File: src/poe_map.svh
`ifndef POE_MAP_SVH
`define POE_MAP_SVH
// Functional notes
// - Power on drives the gate pull-up; power off drives the gate pull-down.
// - Fault counter counts up each tick while current is above cut threshold.
// - Fault counter also counts up while output is above power-good level.
// - Full count removes power at once and latches the overcurrent fault bit (the start-up fault bit during start-up).
// - Overcurrent timeout comes from timing register bits 3:2.
// - Without overcurrent the counter counts down at one sixteenth rate.
// - Counter stops at zero and never wraps.
// - After expiry counting down continues; no repower until count is zero.
// - Manual and semiauto power-on requests are ignored while count is nonzero.
// - Auto mode repowers only on a good detection after count reaches zero.
// - Every power-up sequence starts the start-up timer.
// - Start-up timeout replaces cut timeout during start-up; counter still runs.
// - Disconnect timer is held idle until the start-up timer has expired.
// - Limit held for whole start-up interval records start-up fault, powers off.
// - Start-up duration comes from timing register bits 5:4.
// - No fault at start-up end below cut; then disconnect timeout applies.
// - Foldback limit counts as current limit and keeps the counter counting.
// - Short trip forces pull-down, then releases after about 100 us.
// - Power-off bit removes port power in any mode.
// - Shutdown mode clears the port's fault, status and enable bits.

`define NPORTS      4
`define CNT_W       12
`define CLK_MHZ     50
`define TICK_US     100
`define SHORT_US    100
`define DOWN_DIV    4'hf

`define REG_FAULT     8'h06
`define REG_FAULT_CLR 8'h07
`define REG_STATUS    8'h10
`define REG_RUN       8'h11
`define REG_MODE      8'h12
`define REG_DC_EN     8'h13
`define REG_TIMING    8'h16
`define REG_PWR_PB    8'h19

`define TDIS_POS    0
`define TICUT_POS   2
`define TSTART_POS  4

`define RST_MODE    8'hff
`define RST_DC_EN   8'h0f
`define RST_TIMING  8'h00

`define ICUT_TAB  {12'd2400, 12'd1200, 12'd300, 12'd600}
`define START_TAB {12'd1200, 12'd300, 12'd1200, 12'd600}
`define TDIS_TAB  {12'd3000, 12'd1500, 12'd750, 12'd3000}
`endif

File: src/poe_pkg.sv
package poe_pkg;
  typedef enum logic [1:0] {
    mode_shutdown,
    mode_manual,
    mode_semi,
    mode_auto
  } port_mode_e;

  typedef enum logic [1:0] {
    ps_off,
    ps_start,
    ps_on
  } pwr_state_e;
endpackage : poe_pkg

File: src/poe_port_overcurrent_timers.sv
`timescale 1ns/1ps
`include "poe_map.svh"
module poe_port_overcurrent_timers
  import poe_pkg::*;
#(
  parameter int TICK_CYC  = `TICK_US * `CLK_MHZ,
  parameter int SHORT_CYC = `SHORT_US * `CLK_MHZ
) (
  // Clock, reset and enable
  input  wire logic                  sys_clk_in,
  input  wire logic                  rst_in,
  input  wire logic                  ce_in,
  // Register port
  input  wire logic [7:0]            addr_in,
  input  wire logic [7:0]            wr_data_in,
  input  wire logic                  wr_en_in,
  input  wire logic                  rd_en_in,
  output logic      [7:0]            rd_data_out,
  // Sense comparators and detection
  input  wire logic [`NPORTS-1:0]    cut_sense_in,
  input  wire logic [`NPORTS-1:0]    power_good_in,
  input  wire logic [`NPORTS-1:0]    hard_current_limit_in,
  input  wire logic [`NPORTS-1:0]    short_trip_in,
  input  wire logic [`NPORTS-1:0]    undercurrent_in,
  input  wire logic [`NPORTS-1:0]    detect_good_in,
  // Gate drive
  output logic      [`NPORTS-1:0]    gate_pullup_out,
  output logic      [`NPORTS-1:0]    gate_pulldown_out
);
  localparam int N  = `NPORTS;
  localparam int CW = `CNT_W;

  typedef struct packed {
    pwr_state_e [N-1:0]         st;
    logic       [N-1:0][CW-1:0] cnt;
    logic       [N-1:0][CW-1:0] stmr;
    logic       [N-1:0][CW-1:0] dtmr;
    logic       [N-1:0][15:0]   sc;
    logic       [N-1:0]         all_lim;
    logic       [N-1:0]         up;
    logic       [N-1:0]         dn;
    logic       [N-1:0]         fault_oc;
    logic       [N-1:0]         fault_st;
    logic       [N-1:0]         fault_dis;
    logic       [7:0]           mode;
    logic       [7:0]           dc_en;
    logic       [7:0]           timing;
    logic       [15:0]          pre;
    logic       [3:0]           div;
    logic       [7:0]           rdata;
  } state_s;

  state_s s_r;
  state_s s_nxt;

  function automatic logic [CW-1:0] pick(input logic [1:0]    sel,
                                         input logic [4*CW-1:0] tab);
    pick = tab[sel*CW +: CW];
  endfunction : pick

  logic          tick;
  logic          dn_tick;
  logic [CW-1:0] full_icut;
  logic [CW-1:0] full_start;
  logic [CW-1:0] full_dis;

  // One timebase feeds both rates so the 16:1 off/on ratio is exact.
  assign tick       = (s_r.pre == 16'(TICK_CYC - 1));
  assign dn_tick    = tick && (s_r.div == `DOWN_DIV);
  assign full_icut  = pick(s_r.timing[`TICUT_POS +: 2], `ICUT_TAB);
  assign full_start = pick(s_r.timing[`TSTART_POS +: 2], `START_TAB);
  assign full_dis   = pick(s_r.timing[`TDIS_POS +: 2], `TDIS_TAB);

  always_comb begin
    logic          over;
    logic          run;
    logic          req_on;
    logic          req_off;
    logic [CW-1:0] full;
    port_mode_e    md;
    over    = 1'b0;
    run     = 1'b0;
    req_on  = 1'b0;
    req_off = 1'b0;
    full    = '0;
    md      = mode_shutdown;
    s_nxt   = s_r;
    s_nxt.rdata = 8'h00;

    s_nxt.pre = tick ? 16'h0000 : s_r.pre + 16'h0001;
    if (tick) begin
      s_nxt.div = s_r.div + 4'h1;
    end

    // Clears act first so a fault raised in the same cycle survives.
    if (rd_en_in && addr_in == `REG_FAULT_CLR) begin
      s_nxt.fault_oc = '0;
      s_nxt.fault_st = '0;
    end
    if (wr_en_in) begin
      unique case (addr_in)
        `REG_MODE:   s_nxt.mode   = wr_data_in;
        `REG_DC_EN:  s_nxt.dc_en  = wr_data_in;
        `REG_TIMING: s_nxt.timing = wr_data_in;
        `REG_STATUS: s_nxt.fault_dis = s_r.fault_dis & ~wr_data_in[7:4];
        default: ;
      endcase
    end

    for (int i = 0; i < N; i++) begin
      md      = port_mode_e'(s_r.mode[2*i +: 2]);
      run     = (s_r.st[i] != ps_off);
      over    = cut_sense_in[i] | power_good_in[i]
              | hard_current_limit_in[i];
      req_off = wr_en_in && addr_in == `REG_PWR_PB && wr_data_in[4+i];
      req_on  = 1'b0;
      if (md == mode_manual || md == mode_semi) begin
        req_on = wr_en_in && addr_in == `REG_PWR_PB && wr_data_in[i];
      end else if (md == mode_auto) begin
        req_on = detect_good_in[i];
      end
      full = (s_r.st[i] == ps_start) ? full_start : full_icut;

      // Up/down duty-cycle counter; it keeps running after power is off.
      if (tick && run && over) begin
        if (s_r.cnt[i] != full) begin
          s_nxt.cnt[i] = s_r.cnt[i] + 12'd1;
        end
      end else if (dn_tick && s_r.cnt[i] != '0) begin
        s_nxt.cnt[i] = s_r.cnt[i] - 12'd1;
      end

      if (s_r.sc[i] != 16'h0000) begin
        s_nxt.sc[i] = s_r.sc[i] - 16'h0001;
      end
      if (run && short_trip_in[i]) begin
        s_nxt.sc[i] = 16'(SHORT_CYC);
      end

      unique case (s_r.st[i])
        ps_off: begin
          // Repower is only taken from an idle, fully cooled counter.
          if (req_on && !req_off && s_r.cnt[i] == '0) begin
            s_nxt.st[i]      = ps_start;
            s_nxt.stmr[i]    = '0;
            s_nxt.all_lim[i] = 1'b1;
            s_nxt.dtmr[i]    = '0;
          end
        end
        ps_start: begin
          s_nxt.dtmr[i] = '0;
          if (tick) begin
            s_nxt.stmr[i] = s_r.stmr[i] + 12'd1;
            s_nxt.all_lim[i] = s_r.all_lim[i]
                             & hard_current_limit_in[i];
          end
          if (s_nxt.cnt[i] == full) begin
            s_nxt.st[i]       = ps_off;
            s_nxt.fault_st[i] = 1'b1;
          end else if (tick && s_nxt.stmr[i] == full_start) begin
            if (s_nxt.all_lim[i]) begin
              s_nxt.st[i]       = ps_off;
              s_nxt.fault_st[i] = 1'b1;
            end else begin
              s_nxt.st[i] = ps_on;
            end
          end
        end
        ps_on: begin
          if (s_nxt.cnt[i] == full) begin
            s_nxt.st[i]       = ps_off;
            s_nxt.fault_oc[i] = 1'b1;
          end else if (s_r.dc_en[i] && undercurrent_in[i]) begin
            if (tick) begin
              s_nxt.dtmr[i] = s_r.dtmr[i] + 12'd1;
            end
            if (s_nxt.dtmr[i] == full_dis) begin
              s_nxt.st[i]        = ps_off;
              s_nxt.fault_dis[i] = 1'b1;
            end
          end else begin
            s_nxt.dtmr[i] = '0;
          end
        end
        default: s_nxt.st[i] = ps_off;
      endcase

      if (req_off) begin
        s_nxt.st[i] = ps_off;
      end
      if (md == mode_shutdown) begin
        s_nxt.st[i]        = ps_off;
        s_nxt.fault_oc[i]  = 1'b0;
        s_nxt.fault_st[i]  = 1'b0;
        s_nxt.fault_dis[i] = 1'b0;
        s_nxt.dc_en[i]     = 1'b0;
      end
      if (s_nxt.st[i] == ps_off) begin
        s_nxt.sc[i] = 16'h0000;
      end

      // The short timer overrides the pull-up while it runs.
      s_nxt.up[i] = (s_nxt.st[i] != ps_off)
                  && (s_nxt.sc[i] == 16'h0000);
      s_nxt.dn[i] = !s_nxt.up[i];
    end

    if (rd_en_in) begin
      unique case (addr_in)
        `REG_FAULT, `REG_FAULT_CLR: s_nxt.rdata = {s_r.fault_st,
                                                   s_r.fault_oc};
        `REG_STATUS: begin
          for (int i = 0; i < N; i++) begin
            s_nxt.rdata[i] = (s_r.st[i] != ps_off);
          end
          s_nxt.rdata[7:4] = s_r.fault_dis;
        end
        `REG_RUN: begin
          for (int i = 0; i < N; i++) begin
            s_nxt.rdata[i]   = (s_r.cnt[i] != '0);
            s_nxt.rdata[4+i] = (s_r.st[i] == ps_start);
          end
        end
        `REG_MODE:   s_nxt.rdata = s_r.mode;
        `REG_DC_EN:  s_nxt.rdata = s_r.dc_en;
        `REG_TIMING: s_nxt.rdata = s_r.timing;
        default:     s_nxt.rdata = 8'h00;
      endcase
    end
  end

  always_ff @(posedge sys_clk_in or posedge rst_in) begin
    if (rst_in) begin
      s_r        <= '0;
      s_r.dn     <= '1;
      s_r.mode   <= `RST_MODE;
      s_r.dc_en  <= `RST_DC_EN;
      s_r.timing <= `RST_TIMING;
    end else if (ce_in) begin
      s_r <= s_nxt;
    end
  end

  assign rd_data_out       = s_r.rdata;
  assign gate_pullup_out   = s_r.up;
  assign gate_pulldown_out = s_r.dn;
endmodule : poe_port_overcurrent_timers

File: config.mk
export PLATFORM = sky130hd
export DESIGN_NAME = poe_port_overcurrent_timers
export DESIGN_NICKNAME = d
export VERILOG_FILES = /design/src/poe_pkg.sv /design/src/poe_port_overcurrent_timers.sv
export VERILOG_INCLUDE_DIRS = /design/src
export SDC_FILE = /design/constraint.sdc
export NUM_CORES = 1
export LEC_CHECK = 0
export BUFFER_PORTS_ARGS = -buffer_cell sky130_fd_sc_hd__buf_2
export CAP_MARGIN = 30
export CORE_MARGIN = 2
export CORE_UTILIZATION = 31
export CTS_BUF_LIST = sky130_fd_sc_hd__clkbuf_4
export CTS_CLUSTER_SIZE = 20
export DETAILED_ROUTE_END_ITERATION = 12
export PLACE_DENSITY_LB_ADDON = 0.12
export SLEW_MARGIN = 20
export SYNTH_ARGS = -nofsm -noshare
export SYNTH_HDL_FRONTEND = slang
export SYNTH_SLANG_ARGS = --single-unit
File: constraint.sdc
create_clock -name sys_clk_in -period 27 [get_ports sys_clk_in]
set_clock_uncertainty 0.1 [all_clocks]
set_input_delay 4.05 -clock sys_clk_in [delete_from_list [all_inputs] [get_ports sys_clk_in]]
set_output_delay 4.05 -clock sys_clk_in [all_outputs]
set_load 0.01 [all_outputs]
# Yosys cells after proc, flatten, opt, wreduce, memory -nomap -nowiden
# Cells that the tools add are included.
# classes
addsub	22
multipliers	3
n_eq_ne	54
shift	3
muxes	201
bitwise_logic	14
reduce_logical	128
# op_table
op	n
12-bit 2-to-1 mux	52
16-bit 2-to-1 mux	13
12-bit by 1-bit adder with 12-bit output, second input constant	12
12-bit == test	12
12-bit one-hot mux with 3 select lines	4
48-bit by 7-bit variable part select with 12-bit output, first input constant	3
12-bit one-hot mux with 2 select lines	4
1-bit 2-to-1 mux	76
2-bit 2-to-1 mux	36
16-bit zero test	4
16-bit nonzero test	4
16-bit by 1-bit subtractor with 16-bit output, second input constant	4
8-bit by 5-bit == test with 1-bit output, second input constant	6
12-bit zero test	4
12-bit inequality test	4
8-bit one-hot mux with 6 select lines	1
12-bit nonzero test	4
12-bit by 1-bit subtractor with 12-bit output, second input constant	4
1-bit logical AND	47
8-bit 2-to-1 mux	5
2-bit nonzero test	20
3-bit AND reduction	11
28-bit 2-to-1 mux	1
2-bit == test, second input constant	12
22 further kinds	82
# word_totals
register_bits	292
in_bits	45
output_inout_bits	16

# Longest topological paths before layout
# Gate-level depths: netlist of the first run.
# logic_depth
word_depth	21
ltp_mapped	19
ltp_nobuf	14

# Worst setup path after synthesis of the first run
# OpenSTA, ideal clock, no wires.
# synth_path
path_type	input port to flip-flop
startpoint	input port power_good_in[3]
endpoint	register s_r[176] (netlist name)
t_arrival_ps	6915
t_required_ps	26775
setup_slack_ps	19861
path_stages	12
path_buffers	1
path_cell_list	o32a_1 nor3_1 and3b_1 and3_1 o22ai_1 nor4_1 nand4_1 nor4_2 or3_1 buf_2 nor2_1 mux2_2
# synth_via
elab_chain_cells	7
# synth_lines
element	line_no	text
start, declared	poe_port_overcurrent_timers.sv:21	input wire logic [`NPORTS-1:0] power_good_in,
1-bit bitwise OR	poe_port_overcurrent_timers.sv:113	over = cut_sense_in[i] | power_good_in[i]
1-bit bitwise OR	poe_port_overcurrent_timers.sv:114	| hard_current_limit_in[i];
1-bit logical AND	poe_port_overcurrent_timers.sv:125	if (tick && run && over) begin
12-bit 2-to-1 mux	poe_port_overcurrent_timers.sv:125	
12-bit == test	poe_port_overcurrent_timers.sv:170	if (s_nxt.cnt[i] == full) begin
2-bit inequality test (no source line)	-	
4-bit AND reduction (no source line)	-	
end signal, assigned	poe_port_overcurrent_timers.sv:240	s_r <= s_nxt;
end, declared	poe_port_overcurrent_timers.sv:53	state_s s_r;
# No other way between the ends.
# A chain may end at the register's enable or synchronous reset.

# Worst setup path after layout of the first run
# layout_path
startpoint	input port hard_current_limit_in[0]
endpoint	register s_r[89] (netlist name)
# layout_via
elab_chain_cells	11
word_cells_on_any_way	16
cone_classes	1 x eq/ne; 11 x mux; 2 x bitwise; 2 x reduce/logical
# layout_lines
element	line_no	text
start, declared	poe_port_overcurrent_timers.sv:22	input wire logic [`NPORTS-1:0] hard_current_limit_in,
1-bit bitwise AND	poe_port_overcurrent_timers.sv:155	& hard_current_limit_in[i];
1-bit 2-to-1 mux	poe_port_overcurrent_timers.sv:152	if (tick) begin
1-bit 2-to-1 mux	poe_port_overcurrent_timers.sv:140	unique case (s_r.st[i])
2-bit 2-to-1 mux	poe_port_overcurrent_timers.sv:161	if (s_nxt.all_lim[i]) begin
2-bit 2-to-1 mux	poe_port_overcurrent_timers.sv:160	end else if (tick && s_nxt.stmr[i] == full_start) begin
2-bit 2-to-1 mux	poe_port_overcurrent_timers.sv:157	if (s_nxt.cnt[i] == full) begin
2-bit one-hot mux with 3 select lines *	poe_port_overcurrent_timers.sv:140	
2-bit 2-to-1 mux *	poe_port_overcurrent_timers.sv:188	if (req_off) begin
2-bit 2-to-1 mux *	poe_port_overcurrent_timers.sv:191	if (md == mode_shutdown) begin
2-bit zero test *	poe_port_overcurrent_timers.sv:198	if (s_nxt.st[i] == ps_off) begin
16-bit 2-to-1 mux *	poe_port_overcurrent_timers.sv:198	
# Mark *: on every way between the ends. The rest lies on a longest branch, timed or not. The select of a mux whose other input is x is not followed.

==> results of run 1 <==
-- state kept, by name, summed over array words and instances (netlist names) --
signal / count
gate_pullup_out: 4
s_r: 276
gate_pulldown_out: 4
rd_data_out: 8
-- logic make-up (layout without fill, tap and decap cells) --
group | after synthesis | after routing | synth area share
xor+xnor | 176 | 176 | 0.0680
fa+ha+maj | 45 | 45 | 0.0248
simple gates | 1214 | 1214 | 0.284
buf+inv | 294 | 365 | 0.0536
other cells | 0 | 7 | 0
flops | 292 | 292 | 0.323
mux | 37 | 37 | 0.0173
compound gates | 789 | 789 | 0.230
-- cell usage in the layout, fill, tap and decap left out, types with 37 or more instances in the layout --
master	count
o31ai_1	59
xnor2_1	117
nand4_1	96
ha_1	45
buf_4	45
a21oi_1	147
a31oi_1	39
o21ai_0	246
nand2b_1	37
clkbuf_4	147
nor2_1	232
or3_1	52
inv_1	84
nand2_1	266
nor3_1	92
and3_1	57
xor2_1	59
nand3_1	125
nor4_1	57
dfrtp_1	276
buf_2	61
-- path summary, 6_finish.rpt --
| check | startpoint | to | slack, ps | cells after the start |
|---|---|---|---|---|
| setup / recovery | hard_current_limit_in[0] | s_r[89]$_DFFE_PP0P_ | 19410 | 13 |
| hold reg to reg | rd_data_out[4]$_DFFE_PP0P_ | rd_data_out[4]$_DFFE_PP0P_ | 380 | 1 |
| setup reg to reg | s_r[12]$_DFFE_PP0P_ | s_r[98]$_DFFE_PP0P_ | 20530 | 16 |
| max in group asynchronous | rst_in | s_r[132]$_DFFE_PP0P_ | 21690 | 4 |
| hold / removal | rd_data_out[4]$_DFFE_PP0P_ | rd_data_out[4]$_DFFE_PP0P_ | 380 | 1 |
| min in group asynchronous | rst_in | s_r[155]$_DFFE_PP0P_ | 3150 | 2 |
-- routing by layer --
layer	vias up	part of all wire	track usage
li1	10600	-	-
met1	11100	0.47	0.310
met2	701	0.44	0.338
met3	165	0.061	0.0428
met4	20	0.026	0.0629
met5	-	0.0016	0
-- stage by stage --
step	setup WS [ps]	total power, mW	util
floorplan	14810	0.974	-
global placement	18760	1.12	0.325
detailed placement	18600	1.13	0.325
CTS	19550	1.64	0.343
global route	19250	1.75	0.343
finish	19410	1.63	0.343
-- layout make-up --
type,instances,area (um^2),area share
multi-input cells,2261,14200,0.568
flip-flops and latches,292,7330,0.293
well taps,959,1200,0.0481
clock buffers,147,1100,0.0442
repair buffers,106,643,0.0258
inverters,86,332,0.0133
clock inverters,26,164,0.00657
diodes,7,17.5,0.000702
-- where the power goes --
group	switching (mW)	internal (mW)
Combinational	0.362	0.208
Clock	0.232	0.265
Sequential	0.0735	0.485
-- critical path: stages --
cell and delay [ps]:
buf_2 170, o32ai_1 640, nand2_1 210, nor4_1 710, a21oi_1 160, o311ai_0 140
nand4_1 220, nor4b_1 430, buf_4 200, a21oi_1 140, o211ai_2 590, nor2_1 260
a32o_1 320
-- Yosys cell counts (11+ instances only) --
cell type  number
mux2_2         18
nor4_1         61
o31ai_1        59
xnor2_1       117
a21o_1         24
nor3_1         93
nor2_1        232
nor2b_1        24
xor2_1         59
or2_2          17
nand2b_1       37
nand3b_1       14
nand3_1       125
or3_1          52
nand4_1        96
inv_1          86
or4_1          24
buf_4          17
clkbuf_1      157
o21ai_0       247
o41ai_1        19
dfstp_2        16
and2_1         24
and3_1         57
o211ai_1       15
a211oi_1       13
ha_1           45
o2bb2ai_1      18
o22ai_1        15
a22oi_1        16
nor4b_1        18
a31oi_1        39
buf_1          11
mux2i_1        19
a22o_1         22
buf_2          20
nand2_1       266
dfrtp_1       276
a21oi_1       147
==> flow_summary_export.csv, run 1 <==
group,metric,value,unit
sta,worstMarginPinSlew,1010,ps
sta,hold_viol,0,
floorplan,start_util,0.312,
clocking,tritoncts,"built",
grt,grt_pass1_wl,131000,um
job,drv_cap,0,
floorplan,coreArea,0.0727,mm^2
yosys,ys_ff_latch,292,
routing,firstDrtPassIters,7,
clocking,cts_root_buf,"clkbuf_4",
worst_setup_path,cp-end-kind,"flop",
grt,grt_max_degree,84,
clocking,path_clk_slew,70,ps
yosys,syn_area_per_cell,7.97,um^2
yosys,syn_nets,2937,
cells_and_area,drive_gt1_frac,0.124,
yosys,async_reset_ff_frac,1.00,
outcome,status,"finished clean",
routing,wire_per_inst,21.4,um
clocking,hold_buffers,0,
cells_and_area,postLayoutCellArea,0.0250,mm^2
placed_design,gp_congestion,0.912,
clocking,h-tree-depth,3,
yosys,netlist.area_leader.share,0.305,
yosys,synth_flop_cell,"dfrtp_1",
routing,drtAntennaViolNets,0,
yosys,synth_top_area_cell,"dfrtp_1",
worst_hold_path,worstHoldPathType,"flop to flop",
floorplan,die_w,274,um
yosys,synth_area,0.0227,mm^2
sta,layout_min_cycle_time,7590,ps
sta,setup_violations,0,
routing,vias_per_cell,5.83,
cells_and_area,area_delta_synth_final,10.1,%
placed_design,dp_hpwl,59800,um
yosys,yosysWarnings,0,
floorplan,rows,99,
yosys,synth_edf_count,0,
floorplan,die_h,274,um
clocking,cts_setup_buffers,0,
routing,drt_wl_total,83000,um
clocking,cts_buffers,95,
yosys,synthCells,2847,
power,p_per_area,65.1,mW/mm^2
grt,first_global_vias,21900,
sta,slew_headroom,0.322,
placed_design,io_buffers,60,
clocking,cts_resized,0,
sta,fmax,0.132,GHz
routing,drtIter0Drc,2246,
power,p_leak,10.0,nW
worst_setup_path,cp.required,27650,ps
grt,antenna_found_initial,18,
worst_setup_path,path_class,"input port to flop",
cells_and_area,fill_cells,7647,
sta,fin_hold_ws,375,ps
cells_and_area,final-instance-count-excl-fill,3884,
power,peakVddDrop,49.0,uV
floorplan,die_area,0.0753,mm^2
routing,drcViolationCount,0,
grt,grt_overflow,0,
grt,grtUsageTotal,0.220,
sta,drv_slew,0,
floorplan,ioPinCount,61,
clocking,insertion_delay,880,ps
sta,fin_crit_sh,0.281,
clocking,clkSinkCount,292,
clocking,max-clock-path-buffers,3,
placed_design,place_area,0.0237,mm^2
worst_setup_path,cp-start-kind,"input port",
placed_design,dp.cells,3702,
routing,vias,22700,
sta,rsz0062_at_grt,"no",
cells_and_area,nets,2932,
yosys,ys_types,98,
worst_setup_path,cp.arrival,8240,ps
yosys,synth-seq-area-share,0.323,
worst_setup_path,crit_fanout,12,
sta,fin_setup_tns,0,ps
yosys,synth_area_leaders,"dfrtp_1, o21ai_0, xnor2_1, nand2_1, nor2_1",
(Power assumes the default switching activity.)
==> inputs of run 2 (changes only) <==
ABC_AREA = 1   (was default)
clock period = 7.2 ns   (was 27 ns; I/O delays follow)
==> flow_summary_export.csv, run 2 <==
group,metric,value,unit
sta,fin_setup_tns,0,ps
grt,grtUsageTotal,0.216,
outcome,status,"complete, but fails checks",
worst_setup_path,cp.required,7890,ps
floorplan,die_h,276,um
worst_setup_path,r2r-start,"s_r[12]$_DFFE_PP0P_",
yosys,synth_top_area_cell,"dfrtp_1",
worst_setup_path,path_class,"flop to flop",
yosys,synth_area,0.0229,mm^2
routing,wire_per_inst,17.6,um
clocking,cts_root_buf,"clkbuf_4",
floorplan,ioPinCount,61,
sta,drv_slew,0,
yosys,synth_compound_area_frac,0.117,
clocking,cts_buffers,94,
clocking,insertion_delay,890,ps
clocking,max-clock-path-buffers,3,
worst_setup_path,crit_cells,21,
worst_setup_path,cp.arrival,5700,ps
worst_setup_path,reg2reg_slack,2190,ps
yosys,synth-seq-area-share,0.320,
routing,drt_wl_total,81800,um
sta,fmax,0.199,GHz
worst_setup_path,reg2reg_to,"gate_pulldown_out[0]$_DFFE_PP1P_",
floorplan,rows,99,
yosys,synth_fa_ha_area_frac,0.0246,
power,p_leak,12.2,nW
worst_hold_path,worstHoldPathType,"input port to asynchronous set/reset pin",
worst_setup_path,crit_path_frequent_cell,"nor2_1",
yosys,synth_area_leaders,"dfrtp_1, nand2_1, nand3_1, inv_1, o21ai_0",
worst_setup_path,reg2reg_depth,21,
sta,slew_headroom,0.351,
clocking,hold_buffers,0,
sta,setup_violations,0,
sta,fin_crit_sh,0.696,
power,p_per_area,175,mW/mm^2
power,peakVddDrop,93.2,uV
sta,worstMarginPinSlew,965,ps
clocking,tritoncts,"built",
routing,drcViolationCount,2,
routing,drtIter0Drc,1722,
floorplan,start_util,0.313,
yosys,yosysMostFrequentCell,"nand2_1",
routing,vias_per_cell,5.02,
yosys,syn_area_per_cell,6.49,um^2
yosys,syn_nets,3621,
cells_and_area,final_common_cell,"nand2_1",
clocking,h-tree-depth,3,
floorplan,die_area,0.0761,mm^2
yosys,synthCells,3531,
placed_design,place_area,0.0240,mm^2
power,p_total,4.44,mW
yosys,synthMuxAreaShare,0.000874,
sta,rsz0062_at_grt,"no",
placed_design,io_buffers,60,
grt,grt_overflow,0,
floorplan,coreArea,0.0731,mm^2
cells_and_area,largest_register,"s_r",
grt,grt_pass1_wl,128000,um
yosys,ys_ff_latch,292,
outcome,violations,"design-rule violations",
sta,layout_min_cycle_time,5010,ps
cells_and_area,drive_gt1_frac,0.0869,
sta,hold_viol,0,
routing,firstDrtPassIters,9,
clocking,clkSinkCount,292,
clocking,path_clk_slew,70,ps
yosys,synth_top_family_by_area,"simple AND/OR/NAND/NOR gates",
worst_setup_path,max_stage_delay,660,ps
clocking,cts_setup_buffers,0,
worst_setup_path,critPathTopFamily,"simple AND/OR/NAND/NOR gates",
placed_design,gp_congestion,0.907,
yosys,synth_simple_gate_area_frac,0.377,
yosys,synth_edf_count,0,
worst_setup_path,cp_cell_sequence,"ha_1 > nand4_1 > nor2_1 > nand2_2 > buf_4 > nor2_1 > and2_1 > nand3_1 > o21ai_1 > nand2_1 > nor2_1 > nand2_1 > nor2_1 > nand3_2 > nand3_1 > nand3_1 > nand3_1 > inv_1 > nand2_1 > nor2_1 > nor2_1",
routing,drtAntennaViolNets,0,
placed_design,dp_hpwl,60200,um
worst_setup_path,crit_fanout,25,
worst_setup_path,crit_start,"s_r[12]$_DFFE_PP0P_",
cells_and_area,nets,3692,
cells_and_area,layout_common_cells,"nand2_1, inv_1, nand3_1",
yosys,async_reset_ff_frac,1.00,
cells_and_area,postLayoutCellArea,0.0253,mm^2
floorplan,die_w,276,um
worst_setup_path,cp.buffers_inverters,2,
worst_setup_path,endpoint,"gate_pulldown_out[0]$_DFFE_PP1P_",
grt,first_global_vias,22100,
cells_and_area,largest_register_ffs,276,
yosys,synth_flop_cell,"dfrtp_1",
yosys,netlist.area_leader.share,0.302,
yosys,synth_common_cells,"nand2_1, inv_1, nand3_1, nor2_1, dfrtp_1",
cells_and_area,area_delta_synth_final,10.5,%
yosys,ys_types,58,
worst_setup_path,slowest_stage,"nand3_1",
cells_and_area,fill_cells,8261,
clocking,cts_resized,0,
yosys,synth-xor-area-share,0.0600,
worst_setup_path,cp-start-kind,"flop",
worst_setup_path,cp-end-kind,"flop",
yosys,yosysWarnings,0,
routing,vias,23300,
grt,grt_max_degree,152,
job,drv_cap,0,
grt,antenna_found_initial,4,
## run 2: worst min-delay path by stage
stage                                end  cells past startpoint  slack, ps
CTS                 s_r[217]$_DFFE_PP0P_                      2         80
finish              s_r[217]$_DFFE_PP0P_                      2        150
floorplan            s_r[11]$_DFFE_PP0P_                      1        350
detailed placement   s_r[11]$_DFFE_PP0P_                      1        360
global placement     s_r[11]$_DFFE_PP0P_                      1        360
global route        s_r[111]$_DFFE_PP0P_                      2        100
## run 2: per-stage QoR
step           utilization  cells  hold WS (ps)  worst slack [ps]
2_1_floorplan            -   3531           345              2160
3_3_place_gp         0.329   4461           362              1820
3_5_place_dp         0.329   4464           363              1810
4_1_cts              0.346   4640          75.9              2110
5_1_grt              0.346   4642           102              1820
6_report             0.346   4642           154              2190
## run 2: where the power goes
part | total (mW) | internal (mW) | switching, mW
Sequential | 1.85 | 1.74 | 0.106
Clock | 1.83 | 0.981 | 0.854
Combinational | 0.761 | 0.230 | 0.531
## run 2: cells by family (layout without fill, tap and decap cells)
logic type,Yosys count,count (layout)
buffers and inverters,570,721
flip-flops,292,292
adder cells (fa/ha/maj),45,45
XOR/XNOR,157,157
AND/OR/NAND/NOR,1983,1983
multiplexers,2,2
AO/OA/AOI/OAI,482,482
other,0,1
## run 2: layer usage
metal | up-vias | global-route usage | routed length, um | part of all wire
li1 | 11700 | - | - | -
met1 | 10800 | 0.300 | 38900 | 0.48
met2 | 594 | 0.344 | 36500 | 0.45
met3 | 125 | 0.0368 | 4390 | 0.054
met4 | 4 | 0.0608 | 1920 | 0.023
met5 | - | 0 | 34 | 0.00042
## run 2: layout make-up
class | count | area [um^2] | area share
clock buffer | 151 | 1130 | 0.0448
inverter | 465 | 1750 | 0.0693
tap | 959 | 1200 | 0.0474
multi-input combinational | 2669 | 13300 | 0.525
timing repair buffer | 80 | 478 | 0.0189
antenna | 1 | 2.50 | 0.0000989
sequential | 292 | 7330 | 0.290
clock inverter | 25 | 130 | 0.00514
